File: config.mk
export PLATFORM = sky130hd
export DESIGN_NAME = fgw_remote_io
export DESIGN_NICKNAME = d
export VERILOG_FILES = /design/src/design/fgw_pkg.sv /design/src/design/fgw_edge_det.sv /design/src/design/fgw_remote_io.sv
export VERILOG_INCLUDE_DIRS = /design/src /design/src/design
export SDC_FILE = /design/constraint.sdc
export NUM_CORES = 1
export LEC_CHECK = 0
export ABC_AREA = 1
export CORE_AREA = 2 2 605 607
export CTS_BUF_LIST = sky130_fd_sc_hd__clkbuf_8
export DETAILED_ROUTE_END_ITERATION = 10
export DIE_AREA = 0 0 607 609
export DONT_BUFFER_PORTS = 1
export PLACE_DENSITY = 0.3
export SLEW_MARGIN = 10
export SYNTH_ARGS = -nofsm -noshare
export SYNTH_HDL_FRONTEND = slang
export SYNTH_SLANG_ARGS = --single-unit
File: constraint.sdc
create_clock -name ref_clk_i -period 1.35 [get_ports ref_clk_i]
set_clock_uncertainty 0.1 [all_clocks]
set_input_delay 0.0675 -clock ref_clk_i [delete_from_list [all_inputs] [get_ports ref_clk_i]]
set_output_delay 0.0675 -clock ref_clk_i [all_outputs]
set_load 0.01 [all_outputs]
File: src/design/fgw_cfg.svh
// offsets, bit positions, sizes and limits of the gateway io map
`ifndef FGW_CFG_SVH
`define FGW_CFG_SVH

// cyclic image sizes in 16-bit words
`define FGW_RX_WORDS       10
`define FGW_RW_WORDS       24
`define FGW_PROC_WORDS     16
`define FGW_MSG_WORDS      2

// remote input word indices
`define FGW_RX_IDX_RSVD0   0
`define FGW_RX_IDX_STATUS  1

// status word bit positions
`define FGW_ST_CFG_OK      0
`define FGW_ST_ZERO_SLAVE  1
`define FGW_ST_AUTO_ASSIGN 2
`define FGW_ST_AUTO_AVAIL  3
`define FGW_ST_CFG_MODE    4
`define FGW_ST_NORMAL_OP   5
`define FGW_ST_PWR_FAIL    6
`define FGW_ST_OFFLINE     7
`define FGW_ST_NO_PERIPH   8
`define FGW_ST_LOW_VOLT    10
`define FGW_ST_EARTH       12
`define FGW_ST_OVERVOLT    13
`define FGW_ST_NOISE       14
`define FGW_ST_RSVD_MASK   16'h8a00

// first remote output word bit positions
`define FGW_RY_OFFLINE     0
`define FGW_RY_AUTO_ADDR   1
`define FGW_RY_CFG_ENTRY   2
`define FGW_RY_PROT_ENTRY  3
`define FGW_RY_CTRL_BITS   4

// circuit voltage thresholds in millivolts
`define FGW_PWR_FAIL_MV    16'd19000
`define FGW_LOW_VOLT_MV    16'd22500

// occupied stations and cycle setting per mode
`define FGW_STN_STANDARD   3'd3
`define FGW_STN_COMPAT1    3'd3
`define FGW_STN_COMPAT2    3'd4
`define FGW_STN_COMPAT3    3'd4
`define FGW_STN_COMPAT4    3'd2
`define FGW_CYC_DOUBLE     2'd2
`define FGW_CYC_SINGLE     2'd1
`define FGW_CIRCUITS       2'd1

// number of selectable modes
`define FGW_MODE_COUNT     3'd5

`endif

File: src/design/fgw_pkg.sv
// types shared by the gateway io map modules
package fgw_pkg;

    typedef enum logic [2:0] {
        FGW_MODE_STANDARD,
        FGW_MODE_COMPAT1,
        FGW_MODE_COMPAT2,
        FGW_MODE_COMPAT3,
        FGW_MODE_COMPAT4
    } fgw_mode_t;

    // circuit state from the master core
    typedef struct packed {
        logic cfg_ok;
        logic zero_addr_slave_seen;
        logic auto_addr_assign;
        logic auto_addr_avail;
        logic cfg_mode_active;
        logic normal_operation_flag;
        logic offline;
        logic no_periphery_fault;
        logic earth_fault_flag;
        logic overvoltage_flag;
        logic noise;
    } fgw_status_t;

    // commands towards the master core
    typedef struct packed {
        logic offline_request;
        logic auto_addressing_enable;
        logic cfg_mode_entry;
        logic protected_mode_entry;
    } fgw_ctrl_t;

    // properties of the selected transmission mode
    typedef struct packed {
        logic [2:0] stations;
        logic [1:0] cycle_setting;
        logic       analog_support;
        logic       net_config;
        logic       msg_channel;
        logic       buffer_mapping;
        logic [1:0] circuits;
    } fgw_caps_t;

endpackage : fgw_pkg

File: src/design/fgw_edge_det.sv
// rising edge finder on bits sampled once per fieldbus cycle
`timescale 1ns/1ps

module fgw_edge_det #(
    parameter int N = 2
) (
    input  wire logic         ref_clk_i,
    input  wire logic         sys_rst_i,
    input  wire logic         sample_i,
    input  wire logic [N-1:0] bits_i,
    output logic      [N-1:0] rise_o
);

    typedef struct packed {
        logic [N-1:0] prev;
        logic [N-1:0] rise;
    } fgw_edge_state_t;

    fgw_edge_state_t state_q;
    fgw_edge_state_t state_d;

    always_comb begin
        state_d      = state_q;
        state_d.rise = '0;
        if (sample_i) begin
            // compare with previous cycle, one pulse per low-to-high
            state_d.rise = bits_i & ~state_q.prev;
            state_d.prev = bits_i;
        end
    end

    always_ff @(posedge ref_clk_i) begin
        if (sys_rst_i) begin
            state_q <= '0;
        end else begin
            state_q <= state_d;
        end
    end

    assign rise_o = state_q.rise;

endmodule : fgw_edge_det

File: src/design/fgw_remote_io.sv
// cyclic remote io map and mode selection of the fieldbus gateway
//
// Summary of operation
// [RULE1] transmission mode chosen from local menu: standard or four compatibility modes
// [RULE2] standard mode occupies three stations with double cycle setting
// [RULE3] standard mode keeps final two cyclic words for message channel
// [RULE4] standard mode maps process data into the buffer area
// [RULE5] acyclic requests in standard mode travel through message words
// [RULE6] exactly one circuit served in every mode
// [RULE7] analog slaves only in standard and first two compatibility modes
// [RULE8] network configuration over fieldbus only in those same three modes
// [RULE9] input word zero reserved, word one status, words two to nine reserved
// [RULE10] status bits 0-5, 7, 8 report circuit and master state
// [RULE11] status bit 6 set while circuit voltage below 19 volts
// [RULE12] bit 10 low voltage below 22.5 V; 12-14 faults; 9,11,15 reserved
// [RULE13] output bit 0 offline, bit 1 auto addressing, bit 2 edge enters config
// [RULE14] output bit 3 edge enters protected mode; other bits and words reserved
// [RULE15] mode entry edges found against previous fieldbus cycle value
// [RULE16] reserved input bits and words read zero; reserved outputs ignored
`timescale 1ns/1ps
`include "fgw_cfg.svh"

module fgw_remote_io #(
    parameter int RX_WORDS   = `FGW_RX_WORDS,
    parameter int RW_WORDS   = `FGW_RW_WORDS,
    parameter int PROC_WORDS = `FGW_PROC_WORDS,
    parameter int MSG_WORDS  = `FGW_MSG_WORDS
) (
    input  wire logic                      ref_clk_i,
    input  wire logic                      sys_rst_i,
    input  wire logic [2:0]                menu_mode_i,
    input  wire logic                      menu_mode_set_i,
    input  wire logic                      cyc_strobe_i,
    input  wire logic [15:0]               remote_output_base_i,
    input  wire fgw_pkg::fgw_status_t      core_status_i,
    input  wire logic [15:0]               asi_voltage_mv_i,
    input  wire logic [RW_WORDS*16-1:0]    rw_write_i,
    input  wire logic [PROC_WORDS*16-1:0]  proc_in_i,
    input  wire logic [MSG_WORDS*16-1:0]   msg_tx_i,
    output logic      [RX_WORDS*16-1:0]    remote_input_base_o,
    output logic      [RW_WORDS*16-1:0]    rw_read_o,
    output logic      [PROC_WORDS*16-1:0]  process_buffer_area_o,
    output logic                           proc_valid_o,
    output logic      [MSG_WORDS*16-1:0]   msg_rx_o,
    output logic                           msg_valid_o,
    output fgw_pkg::fgw_ctrl_t             ctrl_o,
    output fgw_pkg::fgw_caps_t             caps_o,
    output fgw_pkg::fgw_mode_t             mode_o
);

    import fgw_pkg::*;

    localparam int MSG_BASE = RW_WORDS - MSG_WORDS;

    typedef struct packed {
        fgw_mode_t                 mode;
        fgw_caps_t                 caps;
        logic [RX_WORDS*16-1:0]    rx_image;
        logic [RW_WORDS*16-1:0]    rw_image;
        logic [PROC_WORDS*16-1:0]  proc_out;
        logic                      proc_valid;
        logic [MSG_WORDS*16-1:0]   msg_rx;
        logic                      msg_valid;
        fgw_ctrl_t                 ctrl;
    } fgw_state_t;

    fgw_state_t state_q;
    fgw_state_t state_d;

    logic [1:0]  entry_rise;
    logic [15:0] status_word;

    // capability decode, shared by reset value and mode change
    function automatic fgw_caps_t mode_caps(input fgw_mode_t m);
        fgw_caps_t c;
        c = '0;
        // [RULE6] single circuit
        c.circuits = `FGW_CIRCUITS;
        case (m)
            FGW_MODE_STANDARD: begin
                // [RULE2] three stations double cycle
                c.stations       = `FGW_STN_STANDARD;
                c.cycle_setting  = `FGW_CYC_DOUBLE;
                c.msg_channel    = 1'b1;
                c.buffer_mapping = 1'b1;
            end
            FGW_MODE_COMPAT1: begin
                c.stations      = `FGW_STN_COMPAT1;
                c.cycle_setting = `FGW_CYC_SINGLE;
            end
            FGW_MODE_COMPAT2: begin
                c.stations      = `FGW_STN_COMPAT2;
                c.cycle_setting = `FGW_CYC_SINGLE;
            end
            FGW_MODE_COMPAT3: begin
                c.stations      = `FGW_STN_COMPAT3;
                c.cycle_setting = `FGW_CYC_SINGLE;
            end
            FGW_MODE_COMPAT4: begin
                c.stations      = `FGW_STN_COMPAT4;
                c.cycle_setting = `FGW_CYC_SINGLE;
            end
            default: begin
                c.stations      = `FGW_STN_STANDARD;
                c.cycle_setting = `FGW_CYC_DOUBLE;
            end
        endcase
        // [RULE7] analog slaves limited
        c.analog_support = (m == FGW_MODE_STANDARD) || (m == FGW_MODE_COMPAT1) ||
                           (m == FGW_MODE_COMPAT2);
        // [RULE8] fieldbus configuration limited
        c.net_config     = c.analog_support;
        return c;
    endfunction : mode_caps

    // menu code to mode, out of range codes rejected
    function automatic fgw_mode_t code_to_mode(input logic [2:0] code, input fgw_mode_t keep);
        fgw_mode_t m;
        m = keep;
        case (code)
            3'h0:    m = FGW_MODE_STANDARD;
            3'h1:    m = FGW_MODE_COMPAT1;
            3'h2:    m = FGW_MODE_COMPAT2;
            3'h3:    m = FGW_MODE_COMPAT3;
            3'h4:    m = FGW_MODE_COMPAT4;
            default: m = keep;
        endcase
        return m;
    endfunction : code_to_mode

    // [RULE15] edges against previous cycle
    fgw_edge_det #(
        .N (2)
    ) u_entry_edges (
        .ref_clk_i (ref_clk_i),
        .sys_rst_i (sys_rst_i),
        .sample_i  (cyc_strobe_i),
        .bits_i    (remote_output_base_i[`FGW_RY_PROT_ENTRY:`FGW_RY_CFG_ENTRY]),
        .rise_o    (entry_rise)
    );

    // status word from the single circuit
    always_comb begin
        status_word = 16'h0000;
        // [RULE10] circuit and master state
        status_word[`FGW_ST_CFG_OK]      = core_status_i.cfg_ok;
        status_word[`FGW_ST_ZERO_SLAVE]  = core_status_i.zero_addr_slave_seen;
        status_word[`FGW_ST_AUTO_ASSIGN] = core_status_i.auto_addr_assign;
        status_word[`FGW_ST_AUTO_AVAIL]  = core_status_i.auto_addr_avail;
        status_word[`FGW_ST_CFG_MODE]    = core_status_i.cfg_mode_active;
        status_word[`FGW_ST_NORMAL_OP]   = core_status_i.normal_operation_flag;
        status_word[`FGW_ST_OFFLINE]     = core_status_i.offline;
        status_word[`FGW_ST_NO_PERIPH]   = core_status_i.no_periphery_fault;
        // [RULE11] power fail below 19 V
        status_word[`FGW_ST_PWR_FAIL]    = asi_voltage_mv_i < `FGW_PWR_FAIL_MV;
        // [RULE12] warning and faults
        status_word[`FGW_ST_LOW_VOLT]    = asi_voltage_mv_i < `FGW_LOW_VOLT_MV;
        status_word[`FGW_ST_EARTH]       = core_status_i.earth_fault_flag;
        status_word[`FGW_ST_OVERVOLT]    = core_status_i.overvoltage_flag;
        status_word[`FGW_ST_NOISE]       = core_status_i.noise;
        // [RULE16] reserved bits forced low
        status_word = status_word & ~`FGW_ST_RSVD_MASK;
    end

    always_comb begin
        state_d            = state_q;
        state_d.proc_valid = 1'b0;
        state_d.msg_valid  = 1'b0;
        state_d.ctrl.cfg_mode_entry       = 1'b0;
        state_d.ctrl.protected_mode_entry = 1'b0;

        // [RULE1] menu selects the mode
        if (menu_mode_set_i) begin
            state_d.mode = code_to_mode(menu_mode_i, state_q.mode);
            state_d.caps = mode_caps(state_d.mode);
        end

        if (cyc_strobe_i) begin
            // [RULE9] only word one carries data
            state_d.rx_image = '0;
            state_d.rx_image[`FGW_RX_IDX_STATUS*16 +: 16] = status_word;

            // [RULE13] level commands
            state_d.ctrl.offline_request        = remote_output_base_i[`FGW_RY_OFFLINE];
            state_d.ctrl.auto_addressing_enable = remote_output_base_i[`FGW_RY_AUTO_ADDR] &
                                                  state_q.caps.net_config;

            state_d.rw_image = '0;
            if (state_q.caps.buffer_mapping) begin
                // [RULE4] process data to buffer area
                state_d.proc_out   = rw_write_i[PROC_WORDS*16-1:0];
                state_d.proc_valid = 1'b1;
                state_d.rw_image[PROC_WORDS*16-1:0] = proc_in_i;
            end
            if (state_q.caps.msg_channel) begin
                // [RULE3] final words carry messages
                // [RULE5] acyclic traffic tunnelled
                state_d.msg_rx    = rw_write_i[MSG_BASE*16 +: MSG_WORDS*16];
                state_d.msg_valid = 1'b1;
                state_d.rw_image[MSG_BASE*16 +: MSG_WORDS*16] = msg_tx_i;
            end
        end

        // [RULE13] config entry on rising edge
        if (entry_rise[0] && state_q.caps.net_config) begin
            state_d.ctrl.cfg_mode_entry = 1'b1;
        end
        // [RULE14] protected entry on rising edge
        if (entry_rise[1] && state_q.caps.net_config) begin
            state_d.ctrl.protected_mode_entry = 1'b1;
        end

        if (!state_q.caps.net_config) begin
            state_d.ctrl.auto_addressing_enable = 1'b0;
        end
    end

    always_ff @(posedge ref_clk_i) begin
        if (sys_rst_i) begin
            state_q      <= '0;
            state_q.mode <= FGW_MODE_STANDARD;
            state_q.caps <= mode_caps(FGW_MODE_STANDARD);
        end else begin
            state_q <= state_d;
        end
    end

    assign remote_input_base_o   = state_q.rx_image;
    assign rw_read_o             = state_q.rw_image;
    assign process_buffer_area_o = state_q.proc_out;
    assign proc_valid_o          = state_q.proc_valid;
    assign msg_rx_o              = state_q.msg_rx;
    assign msg_valid_o           = state_q.msg_valid;
    assign ctrl_o                = state_q.ctrl;
    assign caps_o                = state_q.caps;
    assign mode_o                = state_q.mode;

endmodule : fgw_remote_io

==> results.sh, run 1 <==
export IMPL_rsz0062_at_grt="yes"
export IMPL_violations="setup timing"
export IMPL_ys_flop_type="dfxtp_1"
export IMPL_gp_congestion=0.860
export IMPL_cp_max_fo=2
export IMPL_cts_tree="done"
export IMPL_gr_total_overflow=0
export IMPL_cp_slowest_cell="dfxtp_2"
export IMPL_start_util_pct=6.04
export IMPL_arrival_ns=1.51
export IMPL_power_density_nw_per_um2=1110
export IMPL_synthToLayoutAreaGrowth_pct=128
export IMPL_syn_inst=2348
export IMPL_grt_max_degree=84
export IMPL_drive_above_1_share_pct=27.4
export IMPL_cts_clk_slew_worst_paths_ns=0.06
export IMPL_final_core_util_pct=13.8
export IMPL_dr_pass1_iters=5
export IMPL_final_max_slew_violation_count=0
export IMPL_end_kind="primary output"
export IMPL_cts_max_path_buffers=4
export IMPL_synth_mux_area_share_pct=0
export IMPL_grt_antenna_before_repair=114
export IMPL_start_kind="register"
export IMPL_synth_top_family_by_area="compound AO/OA/AOI/OAI gates"
export IMPL_tightest_slew_ns=0.643
export IMPL_synthSimpleGateAreaFrac_pct=11.6
export IMPL_num_io_pins=1574
export IMPL_yosysSeqAreaShare_pct=55.4
export IMPL_period_share_pct=124
export IMPL_die_y_um=609
export IMPL_synth_xor_area_share_pct=0
export IMPL_p_sw_mw=18.2
export IMPL_nets=4723
export IMPL_p_clk_share_pct=40.0
export IMPL_setup_viol=1191
export IMPL_post_route_drc_count=0
export IMPL_fin_crit_ns=1.68
export IMPL_cts_sinks=608
export IMPL_cts_buffers=138
export IMPL_drt_first_iter_violations=1504
export IMPL_rows=222
export IMPL_vias=25700
export IMPL_synth_fa_ha_area_share_pct=0
export IMPL_max_freq_mhz=597
export IMPL_crit_required_ns=1.18
export IMPL_layout_setup_ws_ns=-0.326
export IMPL_critical_path_class="register to primary output"
export IMPL_syn_area_sq_um=22000
export IMPL_ys_types=25
export IMPL_dpl_hpwl_um=159000
export IMPL_drv_cap=0
export IMPL_worst_path_largest_cell_delay_ns=0.35
export IMPL_via_per_inst=2.87
export IMPL_pwr_share_comb_pct=21.7
export IMPL_detail_route_wl_per_cell_um=23.9
export IMPL_synth_edf_count=0
export IMPL_grt_pass1_vias=25300
export IMPL_ant_nets=0
export IMPL_sequentialPowerShare_pct=38.2
export IMPL_p_leak_nw=18.8
export IMPL_die_w_um=607
export IMPL_coreArea_sq_um=364000
export IMPL_crit_chain="buf_8"
export IMPL_min_path_type="primary input to register"
export IMPL_p_int_mw=37.2
export IMPL_yosysWarnings=0
export IMPL_slew_headroom_pct=57.0
export IMPL_synth_avg_cell_area_sq_um=9.36
export IMPL_path_buf_inv=1
export IMPL_ys_ff_latch=608
export IMPL_status="finished with violations"
export IMPL_sw_frac_of_total_pct=32.8
export IMPL_hold_ws_ns=0.104
export IMPL_hold_viol_final=0
export IMPL_crit_family="flip-flops"
export IMPL_grtUsageTotal_pct=10.5
export IMPL_synth_compound_gate_area_share_pct=20.4
export IMPL_wirelength_um=215000
export IMPL_numPortBuffers=0
export IMPL_cts_htree_levels=4
export IMPL_async_flop_share_pct=0
export IMPL_clock_latency_ns=0.89
export IMPL_grt_pass1_wl_um=258000
export IMPL_root_buffer="clkbuf_8"
export IMPL_fp_dieArea_sq_um=370000
export IMPL_max_vdd_ir_drop_uv=660
-- per-layer routing --
metal  track usage (%)  wire length (um)  up-vias  part of all wire [%]
li1                  -                 -    11200                     -
met1              11.1             79100    12700                    37
met2              19.5            110000     1343                    51
met3              2.80             14500      441                   6.7
met4              4.32             10300       58                   4.8
met5                 0               368        -                  0.17
-- registers in the layout (all words and copies together) (netlist names) --
| register | cells |
|---|---|
| process_buffer_area_o | 256 |
| ctrl_o | 4 |
| msg_rx_o | 32 |
| u_entry_edges.rise_o | 2 |
| rw_read_o | 288 |
| proc_valid_o | 1 |
| mode_o | 3 |
| caps_o | 7 |
| u_entry_edges.state_q | 2 |
| remote_input_base_o | 13 |
-- cells by family (layout without fill, tap and decap cells) --
| kind of cell | count (synthesis) | after routing |
|---|---|---|
| and+or+nand+nor | 667 | 667 |
| DFF | 608 | 608 |
| AOI/OAI and AO/OA | 606 | 606 |
| buffers and inverters | 465 | 1968 |
| other | 2 | 305 |
-- final timing paths --
| path | end | depth (start not counted) | start | slack [ns] |
|---|---|---|---|---|
| setup / recovery | process_buffer_area_o[195] | 1 | process_buffer_area_o[195] | -0.33 |
| hold / removal | mode_o[1] | 3 | sys_rst_i | 0.10 |
| setup reg to reg | rw_read_o[33] | 8 | caps_o[3] | -0.31 |
| hold reg to reg | ctrl_o[0] | 2 | u_entry_edges.rise_o[1] | 0.32 |
-- cells in the final DEF (no fill, tap or decap), drive strengths merged --
cell / instances
or2: 1
nand4: 2
dlygate4sd3: 1239
nor2: 615
a21o: 1
nand2: 34
a211oi: 3
o21ai: 305
conb: 245
nand3b: 1
bufinv: 6
a32o: 288
diode: 60
clkbuf: 186
clkinvlp: 6
inv: 67
nand3: 11
nor4: 1
buf: 439
nor3: 2
a21oi: 9
dfxtp: 608
clkinv: 25
-- power by group through the flow --
stage / clock (mW) / combinational, mW / sequential [mW]
floorplan: 0 / 3.08 / 20.9
global placement: 0 / 5.59 / 21.2
detailed placement: 0 / 5.63 / 21.2
CTS: 23.5 / 11.0 / 21.1
global route: 24.1 / 12.8 / 21.3
finish: 22.2 / 12.0 / 21.2
-- synthesized netlist by cell type (2+ instances only) --
library cell	number	share of area [%]
a211oi_1	3	0.10
a21oi_1	9	0.20
a32o_1	288	13
buf_2	65	1.5
buf_4	250	8.5
clkbuf_1	128	2.2
clkinv_1	2	0.034
conb_1	2	0.034
dfxtp_1	608	55
inv_1	17	0.29
nand2_1	34	0.58
nand3_1	11	0.25
nand4_1	2	0.057
nor2_1	614	10
nor3_1	2	0.046
o21ai_0	302	6.9
o21ai_1	3	0.068
-- final cells by class --
cell class,instances,area [sq um]
flip-flops and latches,608,12600
diodes,60,150
fillers,41000,314000
repair inverters,8,193
repair buffers,1706,19000
clock buffers,158,2170
inverters,21,120
multi-input cells,1518,9240
well taps,4816,6030
clock inverters,75,534
-- through the flow --
step / setup TNS, ns / cell area (sq um) / std cells / setup slack, ns / total power, mW
floorplan: 0 / 23000 / 2591 / 0.00115 / 23.9
global placement: -99.32 / 29100 / 7289 / -0.382 / 26.8
detailed placement: -113.59 / 29100 / 7289 / -0.416 / 26.9
CTS: -355.21 / 47400 / 8835 / -0.552 / 55.5
global route: -352.28 / 50000 / 8954 / -0.500 / 58.2
finish: -207.16 / 50100 / 8970 / -0.326 / 55.4
-- what timing repair did --
action	4_1_cts	5_1_grt
cloned	29	44
hold buffers	1244	2
hold endpoints to repair	608	2
resized for setup	709	466
buffers inserted	40	37
endpoints found under the setup margin	1180	1192
pin swaps	8	24
No activity file was read; power rests on OpenSTA's default activity.
==> run 2, diff against run 1 <==
SKIP_LAST_GASP = 1   (was not set)
==> run 2 against run 1 <==
Sequential power is essentially flat. First-iteration DRC count decreased by 5.9%. Clock-buffer cell count did not move. Die area is the same. Non-clock buffer count grew 10. Flip-flop and latch count stayed put. Cell area increased by 0.46%. Core utilization increased by 0.064 points. The run still ends with setup timing left. Final cell count is 0.16% higher. Fmax decreased by 0.39%.
==> results.sh, run 2 (synthesized netlist as in run 1, its figures left out) <==
export IMPL_rsz0062_at_grt="yes"
export IMPL_layout_common_cells="dlygate4sd3_1, nor2_1, dfxtp_1"
export IMPL_arrival_ns=2.37
export IMPL_dr_pass1_iters=7
export IMPL_grtUsageTotal_pct=10.5
export IMPL_violations="setup timing"
export IMPL_crit_required_ns=2.04
export IMPL_grt_max_degree=84
export IMPL_root_buffer="clkbuf_8"
export IMPL_met2_usage_pct=19.5
export IMPL_die_w_um=607
export IMPL_final_max_slew_violation_count=0
export IMPL_via_per_inst=2.86
export IMPL_grt_pass1_wl_um=258000
export IMPL_clock_latency_ns=0.89
export IMPL_rows=222
export IMPL_fin_total_pwr_mw=55.5
export IMPL_cts_sinks=608
export IMPL_status="finished with violations"
export IMPL_max_freq_mhz=594
export IMPL_slew_headroom_pct=57.1
export IMPL_largest_reg_flops=288
export IMPL_hold_viol_final=0
export IMPL_die_y_um=609
export IMPL_layout_setup_ws_ns=-0.332
export IMPL_cts_htree_levels=4
export IMPL_dpl_instance_area_sq_um=29100
export IMPL_start_util_pct=6.04
export IMPL_fp_dieArea_sq_um=370000
export IMPL_drive_above_1_share_pct=28.5
export IMPL_finalInstanceArea_sq_um=50300
export IMPL_critical_path_class="register to register"
export IMPL_gp_congestion=0.860
export IMPL_tightest_slew_ns=0.641
export IMPL_p_leak_nw=18.8
export IMPL_setup_viol=1190
export IMPL_cts_buffers=138
export IMPL_cp_max_fo=8
export IMPL_dpl_hpwl_um=159000
export IMPL_drv_cap=0
export IMPL_final_common_cell="dlygate4sd3_1"
export IMPL_end_kind="register"
export IMPL_detail_route_wl_per_cell_um=23.8
export IMPL_globalRouteMet1Util_pct=11.1
export IMPL_cts_max_path_buffers=4
export IMPL_coreArea_sq_um=364000
export IMPL_hold_ws_ns=0.0490
export IMPL_drt_first_iter_violations=1416
export IMPL_num_io_pins=1574
export IMPL_numPortBuffers=0
export IMPL_vias=25700
export IMPL_wirelength_um=214000
export IMPL_period_share_pct=125
export IMPL_max_vdd_ir_drop_uv=664
export IMPL_final_core_util_pct=13.8
export IMPL_fillers=41000
export IMPL_ant_nets=0
export IMPL_cts_tree="done"
export IMPL_tns_ns=-227.38
export IMPL_gr_total_overflow=0
export IMPL_use_met3_pct=2.87
export IMPL_start_kind="register"
export IMPL_min_path_type="primary input to register"
export IMPL_synthToLayoutAreaGrowth_pct=129
export IMPL_top_usage_layer="met2"
export IMPL_grt_pass1_vias=25200
export IMPL_grt_antenna_before_repair=122
export IMPL_nets=4729
export IMPL_power_density_nw_per_um2=1100
export IMPL_post_route_drc_count=0
export IMPL_fin_crit_ns=1.68
export IMPL_cts_clk_slew_worst_paths_ns=0.06
-- run 2: cell count changes in the layout (fill, tap and decap cells not counted), moves of 3 or more --
cell,before,now
o21ai_2,60,56
dfxtp_4,66,54
clkbuf_16,28,31
dfxtp_2,171,181
nor2_1,486,434
o21ai_0,178,189
buf_4,122,141
nor2_2,32,44
buf_6,149,141
nor2_4,96,136
o21ai_4,21,14
buf_8,62,59
diode_2,60,68
-- run 2: layout make-up --
cell class                      instances  area (sq um)  area share (%)
Timing Repair Buffer                 1716         19100            38.0
Sequential cell                       608         12600            25.0
Inverter                               21           120           0.239
Antenna cell                           68           170           0.338
Tap cell                             4816          6030            12.0
Multi-Input combinational cell       1518          9470            18.8
Clock inverter                         75           534            1.06
Clock buffer                          158          2170            4.32
Timing Repair inverter                  4           110           0.219
-- run 2: final timing paths --
check                               start                         to  slack [ns]  cells past startpoint
setup / recovery                caps_o[3]              rw_read_o[20]       -0.33                      8
hold / removal             rw_write_i[99]  process_buffer_area_o[99]        0.05                      3
hold reg to reg   u_entry_edges.rise_o[1]                  ctrl_o[0]        0.32                      2
setup reg to reg                caps_o[3]              rw_read_o[20]       -0.33                      8
-- run 2: critical path, stage by stage, from the launching register on --
cell and delay, ns:
dfxtp_4 0.37, nand2_8 0.11, buf_12 0.12, nor2_8 0.04, buf_12 0.13, buf_4 0.16, clkbuf_16 0.17, buf_4 0.16
a32o_1 0.20
-- run 2: where the power goes --
| group | internal, mW | total [mW] | switching (mW) | leakage (nW) |
|---|---|---|---|---|
| combinational | 6.11 | 12.1 | 6.01 | 12.2 |
| sequential | 19.3 | 21.2 | 1.88 | 5.11 |
| clock | 11.8 | 22.2 | 10.3 | 1.54 |
| total | 37.3 | 55.5 | 18.2 | 18.8 |
-- run 2: layer usage --
metal / up-vias / wire (um)
met5: - / 393
met2: 1373 / 110000
met4: 62 / 10300
met3: 432 / 15100
li1: 11200 / -
met1: 12600 / 78100
-- run 2: timing repair --
item                                    in CTS  in global routing
hold buffers                              1243                  1
gates cloned                                29                 44
endpoints found under the setup margin    1180               1192
pin swaps                                    8                 64
setup buffers                               40                 47
hold endpoints to repair                   608                  1
resized for setup                          655                539
-- run 2: metrics by stage --
step	worst slack, ns	instances
6_report	-0.332	8984
5_1_grt	-0.500	8961
4_1_cts	-0.552	8834
3_5_place_dp	-0.416	7289
3_3_place_gp	-0.382	7289
2_1_floorplan	0.00115	2591
